File: config.mk
export PLATFORM = sky130hd
export DESIGN_NAME = omsp_serial_port
export DESIGN_NICKNAME = d
export VERILOG_FILES = /design/src/inc/omsp_pkg.sv /design/src/inc/omsp_link_if.sv /design/src/verilog/omsp_vco_link.sv /design/src/verilog/omsp_serial_port.sv
export SDC_FILE = /design/constraint.sdc
export NUM_CORES = 2
export LEC_CHECK = 0
export ABC_AREA = 1
export BUFFER_PORTS_ARGS = -buffer_cell sky130_fd_sc_hd__buf_2
export CORE_UTILIZATION = 40
export DETAILED_ROUTE_END_ITERATION = 10
export SETUP_SLACK_MARGIN = 0.3
export SYNTH_ARGS = -nofsm -noshare
export SYNTH_HDL_FRONTEND = slang
export SYNTH_HIERARCHICAL = 1
export SYNTH_SLANG_ARGS = --single-unit
File: constraint.sdc
create_clock -name clock -period 40.1 [get_ports clock]
set_clock_uncertainty 0.1 [all_clocks]
set_input_delay 2.005 -clock clock [delete_from_list [all_inputs] [get_ports clock]]
set_output_delay 2.005 -clock clock [all_outputs]
set_load 0.03 [all_outputs]
File: src/inc/omsp_pkg.sv
// shared constants of the open mode serial port: frame layout, register map, link timing
// assumes a single 10 MHz system clock that also serves as the reference for the link divider
package omsp_pkg;
  // system clock
  localparam int CLK_HZ = 10_000_000;
  // frame layout, counted in rising serial clock edges
  localparam int FRAME_BITS = 32;
  localparam int DATA_BITS = 24;
  localparam int REG_ADDR_BITS = 5;
  localparam int CHIP_ADDR_BITS = 3;
  localparam logic [5:0] FRAME_LEN = 6'h20;
  localparam logic [5:0] FRAME_OVER = 6'h21;
  localparam logic [2:0] OWN_CHIP_ADDR = 3'h0;
  // register map
  localparam logic [4:0] ADDR_READ_SELECT = 5'h00;
  localparam logic [4:0] ADDR_VCO_PACKET = 5'h05;
  localparam logic [4:0] ADDR_LINK_RATE = 5'h0a;
  localparam int REG_COUNT = 32;
  localparam int READ_ADDR_LSB = 0;
  localparam int READ_ADDR_MSB = 4;
  localparam int SOFT_RESET_BIT = 5;
  localparam logic [23:0] LINK_RATE_RESET = 24'h002000;
  localparam int RATE_SEL_LSB = 13;
  localparam int RATE_SEL_MSB = 14;
  // forwarded packet layout
  localparam int PACKET_BITS = 16;
  localparam int SUB_ID_MSB = 2;
  localparam int SUB_ADDR_LSB = 3;
  localparam int SUB_ADDR_MSB = 6;
  localparam int SUB_DATA_LSB = 7;
  localparam logic [4:0] PACKET_LAST = 5'h0f;
  // identification value returned from register zero; arbitrary value
  localparam logic [23:0] CHIP_ID = 24'h5a0001;
  // highest allowed link clock
  localparam int LINK_MAX_HZ = 50_000_000;
  localparam int LINK_MIN_HALF = (CLK_HZ + 2 * LINK_MAX_HZ - 1) / (2 * LINK_MAX_HZ);

  typedef enum logic [0:0] {
    LNK_IDLE = 1'b0,
    LNK_SHIFT = 1'b1
  } omsp_lnk_state_t;

  // reference divided by 2, 4, 8 or 16; half of that period in system clocks
  function automatic logic [3:0] half_period(input logic [1:0] sel);
    logic [3:0] h;
    h = 4'h1 << sel;
    if (int'(h) < LINK_MIN_HALF) begin
      h = 4'(LINK_MIN_HALF);
    end
    return h;
  endfunction
endpackage

File: src/inc/omsp_link_if.sv
// request path between the serial port and the internal vco link sender
// both ends run on the same system clock
`timescale 1ns/100ps
interface omsp_link_if;
  logic start;
  logic [15:0] packet;
  logic [1:0] rate_sel;
  logic busy;
  modport port (output start, output packet, output rate_sel, input busy);
  modport sender (input start, input packet, input rate_sel, output busy);
endinterface

File: src/verilog/omsp_vco_link.sv
// sender of 16-bit packets on the internal vco link, msb first
// link clock is derived from the system clock, idle low, data changes on its falling edge
`timescale 1ns/100ps
module omsp_vco_link (
  // system
  input wire logic clock,
  input wire logic sys_rst,
  input wire logic clk_en,
  // request side
  omsp_link_if.sender req,
  // link pins
  output logic link_clk,
  output logic link_data,
  output logic link_frame
);
  omsp_pkg::omsp_lnk_state_t state_ff;
  logic [15:0] shift_ff;
  logic [4:0] bit_ff;
  logic [3:0] div_ff;
  logic [3:0] half_ff;
  logic clk_ff;
  logic half_done;

  assign half_done = (div_ff == half_ff - 4'h1);
  assign req.busy = (state_ff == omsp_pkg::LNK_SHIFT);
  assign link_clk = clk_ff;
  assign link_data = shift_ff[omsp_pkg::PACKET_BITS-1];
  assign link_frame = (state_ff == omsp_pkg::LNK_SHIFT);

  // a new packet restarts the link so that the last write always reaches the subsystem
  always_ff @(posedge clock or posedge sys_rst) begin
    if (sys_rst) begin
      state_ff <= omsp_pkg::LNK_IDLE;
      shift_ff <= 16'h0000;
      bit_ff <= 5'h00;
      div_ff <= 4'h0;
      half_ff <= 4'h1;
      clk_ff <= 1'b0;
    end else if (clk_en) begin
      if (req.start) begin
        state_ff <= omsp_pkg::LNK_SHIFT;
        shift_ff <= req.packet;
        bit_ff <= 5'h00;
        div_ff <= 4'h0;
        half_ff <= omsp_pkg::half_period(req.rate_sel);
        clk_ff <= 1'b0;
      end else begin
        unique case (state_ff)
          omsp_pkg::LNK_IDLE: begin
            clk_ff <= 1'b0;
          end
          omsp_pkg::LNK_SHIFT: begin
            div_ff <= half_done ? 4'h0 : div_ff + 4'h1;
            if (half_done) begin
              clk_ff <= ~clk_ff;
              if (clk_ff) begin
                if (bit_ff == omsp_pkg::PACKET_LAST) begin
                  state_ff <= omsp_pkg::LNK_IDLE;
                end else begin
                  bit_ff <= bit_ff + 5'h01;
                  shift_ff <= {shift_ff[14:0], 1'b0};
                end
              end
            end
          end
        endcase
      end
    end
  end
endmodule

File: src/verilog/omsp_serial_port.sv
// open mode shift-and-strobe serial slave with register file and vco link forwarding
// serial pins are taken as synchronous to clock; the serial clock must stay well below it
//
// Overview of operation
// - frames carry a three-bit chip address so eight devices share the bus
// - device samples data on the first 24 rising serial clock edges
// - five register address bits follow, msb first, on edges 25 to 29
// - three chip address bits come last, msb first, on edges 30 to 32
// - the device answers to chip address 000
// - rising frame strobe commits data to the addressed register
// - each frame shifts out the register named by the stored read address
// - during a frame the shared pin carries serial data instead of lock
// - frame strobe after the 32nd edge returns the shared pin to lock
// - every register 05h write is forwarded msb first over the internal link
// - link rate comes from register 0Ah bits 14:13, default one, reference over four
// - packet bits 2:0 hold the subsystem identifier
// - packet bits 6:3 hold the subsystem register address
// - packet bits 15:7 hold the subsystem data value
// - a rising serial clock first after reset locks in this protocol
// - register zero write stores read address bits 4:0; bit 5 soft resets
`timescale 1ns/100ps
module omsp_serial_port (
  // system
  input wire logic clock,
  input wire logic sys_rst,
  input wire logic clk_en,
  // serial pins
  input wire logic sclk,
  input wire logic sdi,
  input wire logic frame_strobe,
  output logic shared_lock_serial_out,
  // lock input from the loop
  input wire logic lock_indication,
  // internal vco link
  output logic link_clk,
  output logic link_data,
  output logic link_frame,
  // status
  output logic open_mode_active,
  output logic legacy_single_slave_protocol,
  output logic link_busy
);
  localparam int PW = omsp_pkg::PACKET_BITS;
  localparam int DW = omsp_pkg::DATA_BITS;

  omsp_link_if lnk ();

  logic sclk_d_ff;
  logic strobe_d_ff;
  logic mode_fixed_ff;
  logic open_mode_ff;
  logic [5:0] cnt_ff;
  logic [31:0] shift_ff;
  logic [4:0] read_addr_ff;
  logic [23:0] out_shift_ff;
  logic out_active_ff;
  logic out_ff;
  logic [PW-1:0] packet_ff;
  logic start_ff;
  logic [23:0] regs_ff [omsp_pkg::REG_COUNT];

  logic sclk_rise;
  logic strobe_rise;
  logic commit;
  logic soft_reset;
  logic [23:0] wr_data;
  logic [4:0] wr_addr;
  logic [2:0] wr_chip;
  logic [23:0] rd_word;

  function automatic logic [23:0] reg_read(input logic [4:0] a, input logic [PW-1:0] pkt,
                                           input logic [23:0] stored);
    if (a == omsp_pkg::ADDR_READ_SELECT) begin
      return omsp_pkg::CHIP_ID;
    end else if (a == omsp_pkg::ADDR_VCO_PACKET) begin
      return {{(DW-PW){1'b0}}, pkt};
    end
    return stored;
  endfunction

  assign sclk_rise = sclk & ~sclk_d_ff;
  assign strobe_rise = frame_strobe & ~strobe_d_ff;
  // data, register address and chip address in shift order
  assign wr_data = shift_ff[31:8];
  assign wr_addr = shift_ff[7:3];
  assign wr_chip = shift_ff[2:0];
  // commit only a complete frame for this chip
  assign commit = open_mode_ff && strobe_rise && (cnt_ff == omsp_pkg::FRAME_LEN)
                  && (wr_chip == omsp_pkg::OWN_CHIP_ADDR);
  assign soft_reset = commit && (wr_addr == omsp_pkg::ADDR_READ_SELECT)
                      && wr_data[omsp_pkg::SOFT_RESET_BIT];
  assign rd_word = reg_read(read_addr_ff, packet_ff, regs_ff[read_addr_ff]);

  assign shared_lock_serial_out = out_ff;
  assign open_mode_active = open_mode_ff;
  assign legacy_single_slave_protocol = mode_fixed_ff & ~open_mode_ff;
  assign link_busy = lnk.busy;
  assign lnk.start = start_ff;
  assign lnk.packet = packet_ff;
  assign lnk.rate_sel = regs_ff[omsp_pkg::ADDR_LINK_RATE]
                        [omsp_pkg::RATE_SEL_MSB:omsp_pkg::RATE_SEL_LSB];

  // edge detectors
  always_ff @(posedge clock or posedge sys_rst) begin
    if (sys_rst) begin
      sclk_d_ff <= 1'b0;
      strobe_d_ff <= 1'b0;
    end else if (clk_en) begin
      sclk_d_ff <= sclk;
      strobe_d_ff <= frame_strobe;
    end
  end

  // protocol choice is made once; only a hard reset reopens it
  always_ff @(posedge clock or posedge sys_rst) begin
    if (sys_rst) begin
      mode_fixed_ff <= 1'b0;
      open_mode_ff <= 1'b0;
    end else if (clk_en && !mode_fixed_ff && (sclk_rise || strobe_rise)) begin
      mode_fixed_ff <= 1'b1;
      open_mode_ff <= sclk_rise;
    end
  end

  // frame shifter; extra edges beyond 32 make the frame unusable
  always_ff @(posedge clock or posedge sys_rst) begin
    if (sys_rst) begin
      cnt_ff <= 6'h00;
      shift_ff <= 32'h0000_0000;
    end else if (clk_en) begin
      if (strobe_rise || soft_reset) begin
        cnt_ff <= 6'h00;
      end else if ((open_mode_ff || !mode_fixed_ff) && sclk_rise) begin
        shift_ff <= {shift_ff[30:0], sdi};
        if (cnt_ff != omsp_pkg::FRAME_OVER) begin
          cnt_ff <= cnt_ff + 6'h01;
        end
      end
    end
  end

  // read address and soft reset from register zero
  always_ff @(posedge clock or posedge sys_rst) begin
    if (sys_rst) begin
      read_addr_ff <= 5'h00;
    end else if (clk_en && commit && wr_addr == omsp_pkg::ADDR_READ_SELECT) begin
      read_addr_ff <= soft_reset ? 5'h00
                      : wr_data[omsp_pkg::READ_ADDR_MSB:omsp_pkg::READ_ADDR_LSB];
    end
  end

  // register file; register zero and the packet register are held elsewhere
  always_ff @(posedge clock or posedge sys_rst) begin
    if (sys_rst) begin
      for (int i = 0; i < omsp_pkg::REG_COUNT; i++) begin
        regs_ff[i] <= 24'h000000;
      end
      regs_ff[omsp_pkg::ADDR_LINK_RATE] <= omsp_pkg::LINK_RATE_RESET;
    end else if (clk_en && commit && wr_addr != omsp_pkg::ADDR_READ_SELECT
                 && wr_addr != omsp_pkg::ADDR_VCO_PACKET) begin
      regs_ff[wr_addr] <= wr_data;
    end
  end

  // packet register; it keeps the last packet sent so software can read it back
  always_ff @(posedge clock or posedge sys_rst) begin
    if (sys_rst) begin
      packet_ff <= 16'h0000;
      start_ff <= 1'b0;
    end else if (clk_en) begin
      start_ff <= commit && (wr_addr == omsp_pkg::ADDR_VCO_PACKET);
      if (commit && wr_addr == omsp_pkg::ADDR_VCO_PACKET) begin
        // identifier, subsystem address and data keep their bit positions
        packet_ff <= wr_data[PW-1:0];
      end
    end
  end

  // read-back shifter: the first rising edge of a frame loads the word and drives its msb
  // the very first rise after reset also picks this protocol, so it must load as well
  always_ff @(posedge clock or posedge sys_rst) begin
    if (sys_rst) begin
      out_shift_ff <= 24'h000000;
      out_active_ff <= 1'b0;
    end else if (clk_en) begin
      if (strobe_rise || soft_reset) begin
        out_active_ff <= 1'b0;
      end else if ((open_mode_ff || !mode_fixed_ff) && sclk_rise) begin
        out_active_ff <= 1'b1;
        if (cnt_ff == 6'h00) begin
          out_shift_ff <= rd_word;
        end else begin
          out_shift_ff <= {out_shift_ff[22:0], 1'b0};
        end
      end
    end
  end

  // registered pin: lock when idle, read data while a frame runs
  always_ff @(posedge clock or posedge sys_rst) begin
    if (sys_rst) begin
      out_ff <= 1'b0;
    end else if (clk_en) begin
      out_ff <= out_active_ff ? out_shift_ff[DW-1] : lock_indication;
    end
  end

  omsp_vco_link u_link (
    .clock(clock),
    .sys_rst(sys_rst),
    .clk_en(clk_en),
    .req(lnk.sender),
    .link_clk(link_clk),
    .link_data(link_data),
    .link_frame(link_frame)
  );
endmodule

==> summary.txt <==
Outcome
  – Run status: complete, no violations

STA
  – TNS Setup: 0 ps
  – Max_slew headroom: 18.1%
  – Number of endpoints failing setup at the final stage: 0
  – Final Max Tran Viols: 0
  – RSZ-0062 raised after global routing: false
  – Min Clock Period, post-route: 4850 ps
  – Fmax achieved: 0.206 GHz
  – Worst-Margin Slew: 1230 ps
  – Final hold vios: 0
  – Fin crit share: 12.1%

Drt
  – DRT antenna net count: 0
  – Vias per inst: 5.14
  – WL per Instance: 18.3 µm
  – Drc violations: 0
  – Drt pass-1 iters: 6
  – Initial DRC count: 3313
  – Total Wirelength: 120000 µm
  – Vias: 33612

Cells and area
  – # nets final: 5109
  – Area Overhead vs Synth: 8.84%
  – Share of layout cells above drive strength 1: 5.64%
  – Post-Layout Cell Count: 6543
  – # fillers: 10319

Setup path
  – WP data arrival: 5450 ps
  – CP most frequent cell: buf_4
  – CP endpoint kind: async pin
  – Data required, critical path: 40700 ps
  – CP bufs+invs: 5
  – CP peak stage delay: 880 ps
  – CP startpoint kind: input pin
  – Crit Path Max Fanout: 138
  – Critical-path top delay cell: buf_4
  – Worst path cell trace: buf_2 > inv_8 > buf_4 > buf_4 > buf_4
  – Delay-heaviest family, CP: buffers and inverters
  – Kind of critical path: in2async

Global routing
  – Initial antenna violation count: 3
  – First-pass GRT wire length: 189000 µm
  – Global route total overflow: 0
  – Number of global-route vias before repair: 31855
  – Largest net degree at the start of global routing: 139
  – Gr usage total: 23.4%

Synthesis
  – Post-synth ARST share: 100%
  – Ys Warns: 6
  – Syn nets: 5379
  – Top_reg_cell synth: dfrtp_1
  – Number of flops mapped to enable cells by yosys: 0
  – Synth Register Bits: 889
  – Sequential area share after synthesis: 53.8%
  – Synth area leader: dfrtp_1
  – Most frequent cells after synthesis: nand2_1, dfrtp_1, o21ai_0
  – Cells after Synth: 5365
  – Synth top area cells: dfrtp_1, nand2_1, o21ai_0, nand3_1, inv_1
  – Top cell type's share of synthesized area: 53.7%
  – Number of distinct library cells after synthesis: 35
  – Cell area after synthesis: 0.0413 mm²
  – Most frequent cell after synthesis: nand2_1
  – Syn avg cell area: 7.70 µm²

Power and ir drop
  – Clk pwr share: 47.1%
  – Static Leakage: 20.8 nW
  – Gate power share: 4.4%
  – Max IR drop VDD: 0.0404 mV
  – Power Total: 0.00190 W
  – PwrDens: 42.3 mW/mm²
  – Sw Pwr: 0.000442 W
  – Sequential Power Share: 48.5%
  – Internal: 0.00146 W
  – Switch share: 23.2%

Floorplanning
  – Die width: 323 µm
  – Die area: 0.105 mm²
  – Core footprint: 0.102 mm²
  – Die height: 323 µm
  – Io pins: 14
  – FP Rows: 117
  – Starting Density: 40.5%

Place
  – Port Buffers: 13
  – GPL Wtd Cong: 0.840
  – DP HPWL: 65300 µm
  – Placed cell count: 6366

Clock network
  – Clock-pin slew on the worst setup and hold paths: 60 ps
  – Post-CTS setup buffer count: 0
  – CTS Buffer Depth: 3
  – Count of clock tree sinks: 889
  – Total CTS buffers: 95
  – Root Buffer: clkbuf_16
  – # resized after CTS: 0
  – # H-tree levels: 3
  – Clock Latency Late Sink: 670 ps
  – CTS tree: built
  – Hold-fix buffers, CTS: 0

Hold path
  – Hold Path Class: reg2reg

Flow run
  – Max Cap Viol: 0
[final cells by class]
type,instances,area (µm²),share of cell area [%]
Multi-Input combinational cell,3620,15700,34.8
Clock buffer,150,2910,6.47
Antenna cell,1,2.50,0.00556
Inverter,404,1540,3.42
Tap cell,1368,1710,3.81
Clock inverter,26,273,0.606
Timing Repair Buffer,85,618,1.37
Sequential cell,889,22300,49.5
[cell families after synthesis]
| group | after synthesis | synth area share, % |
|---|---|---|
| adders and majority gates | 7 | 0.212 |
| DFF | 889 | 53.8 |
| xor gates and xnor gates | 6 | 0.127 |
| and+or+nand+nor | 2630 | 25.4 |
| buffers and inverters | 856 | 8.51 |
| AOI/OAI and AO/OA | 977 | 11.9 |
[registers in the layout (all words and copies together) (netlist names), 2 cells and up]
| register | count |
|---|---|
| shift_ff | 32 |
| read_addr_ff | 5 |
| cnt_ff | 6 |
| out_shift_ff | 24 |
| regs_ff | 766 |
| u_link/div_ff | 4 |
| u_link/bit_ff | 5 |
| u_link/half_ff | 4 |
| u_link/shift_ff | 16 |
| lnk.rate_sel | 2 |
| lnk.packet | 16 |
[metrics by stage]
step	cell area, µm²	hold WS [ps]	utilization [%]	setup slack [ps]
floorplan	41300	329	-	13890
global placement	41800	264	41.0	34370
detailed placement	41800	265	41.0	34400
CTS	45000	279	44.1	35120
global route	45000	281	44.1	34730
finish	45000	275	44.1	35250
[power by group through the flow]
stage	registers [W]	logic, W	clock network [W]
6_report	0.000924	0.0000835	0.000896
2_1_floorplan	0.000939	0.0000577	0
3_5_place_dp	0.000940	0.0000837	0
3_3_place_gp	0.000940	0.0000833	0
4_1_cts	0.000924	0.0000843	0.000913
5_1_grt	0.000925	0.0000952	0.000947
[layout by cell type, fill, tap and decap left out, drive strengths merged, types with 2 or more instances in the layout]
master and n:
o21ai 862, nand3 301, a31oi 4, ha 7, clkinv 18, xor2 5, a21oi 102, bufinv 5
clkbuf 150, nor3 17, buf 85, nor2 175, nand2 2081, nand4 50, nand3b 3, dfrtp 887
o211ai 7, nor3b 2, dfstp 2, inv 406
[final timing paths]
kind | cells after the start | slack, ps | to | from
worst max-delay path | 5 | 35250 | regs_ff[645] | sys_rst
worst min-delay path | 0 | 270 | regs_ff[751] | regs_ff[751]
worst max register to register | 14 | 35430 | out_shift_ff[20] | read_addr_ff[0]
worst min register to register | 0 | 270 | regs_ff[751] | regs_ff[751]
max in group clock | 14 | 35430 | out_shift_ff[20] | read_addr_ff[0]
min in group asynchronous | 3 | 1380 | u_link/shift_ff[0] | sys_rst
[routing by layer]
metal	vias up	routed length, µm	GRT usage, %
met5	-	0	0
met4	0	4050	8.39
met3	200	7820	3.89
met2	946	54300	37.2
met1	16163	53400	32.1
li1	16303	-	-
No activity file was read; power rests on OpenSTA's default activity.
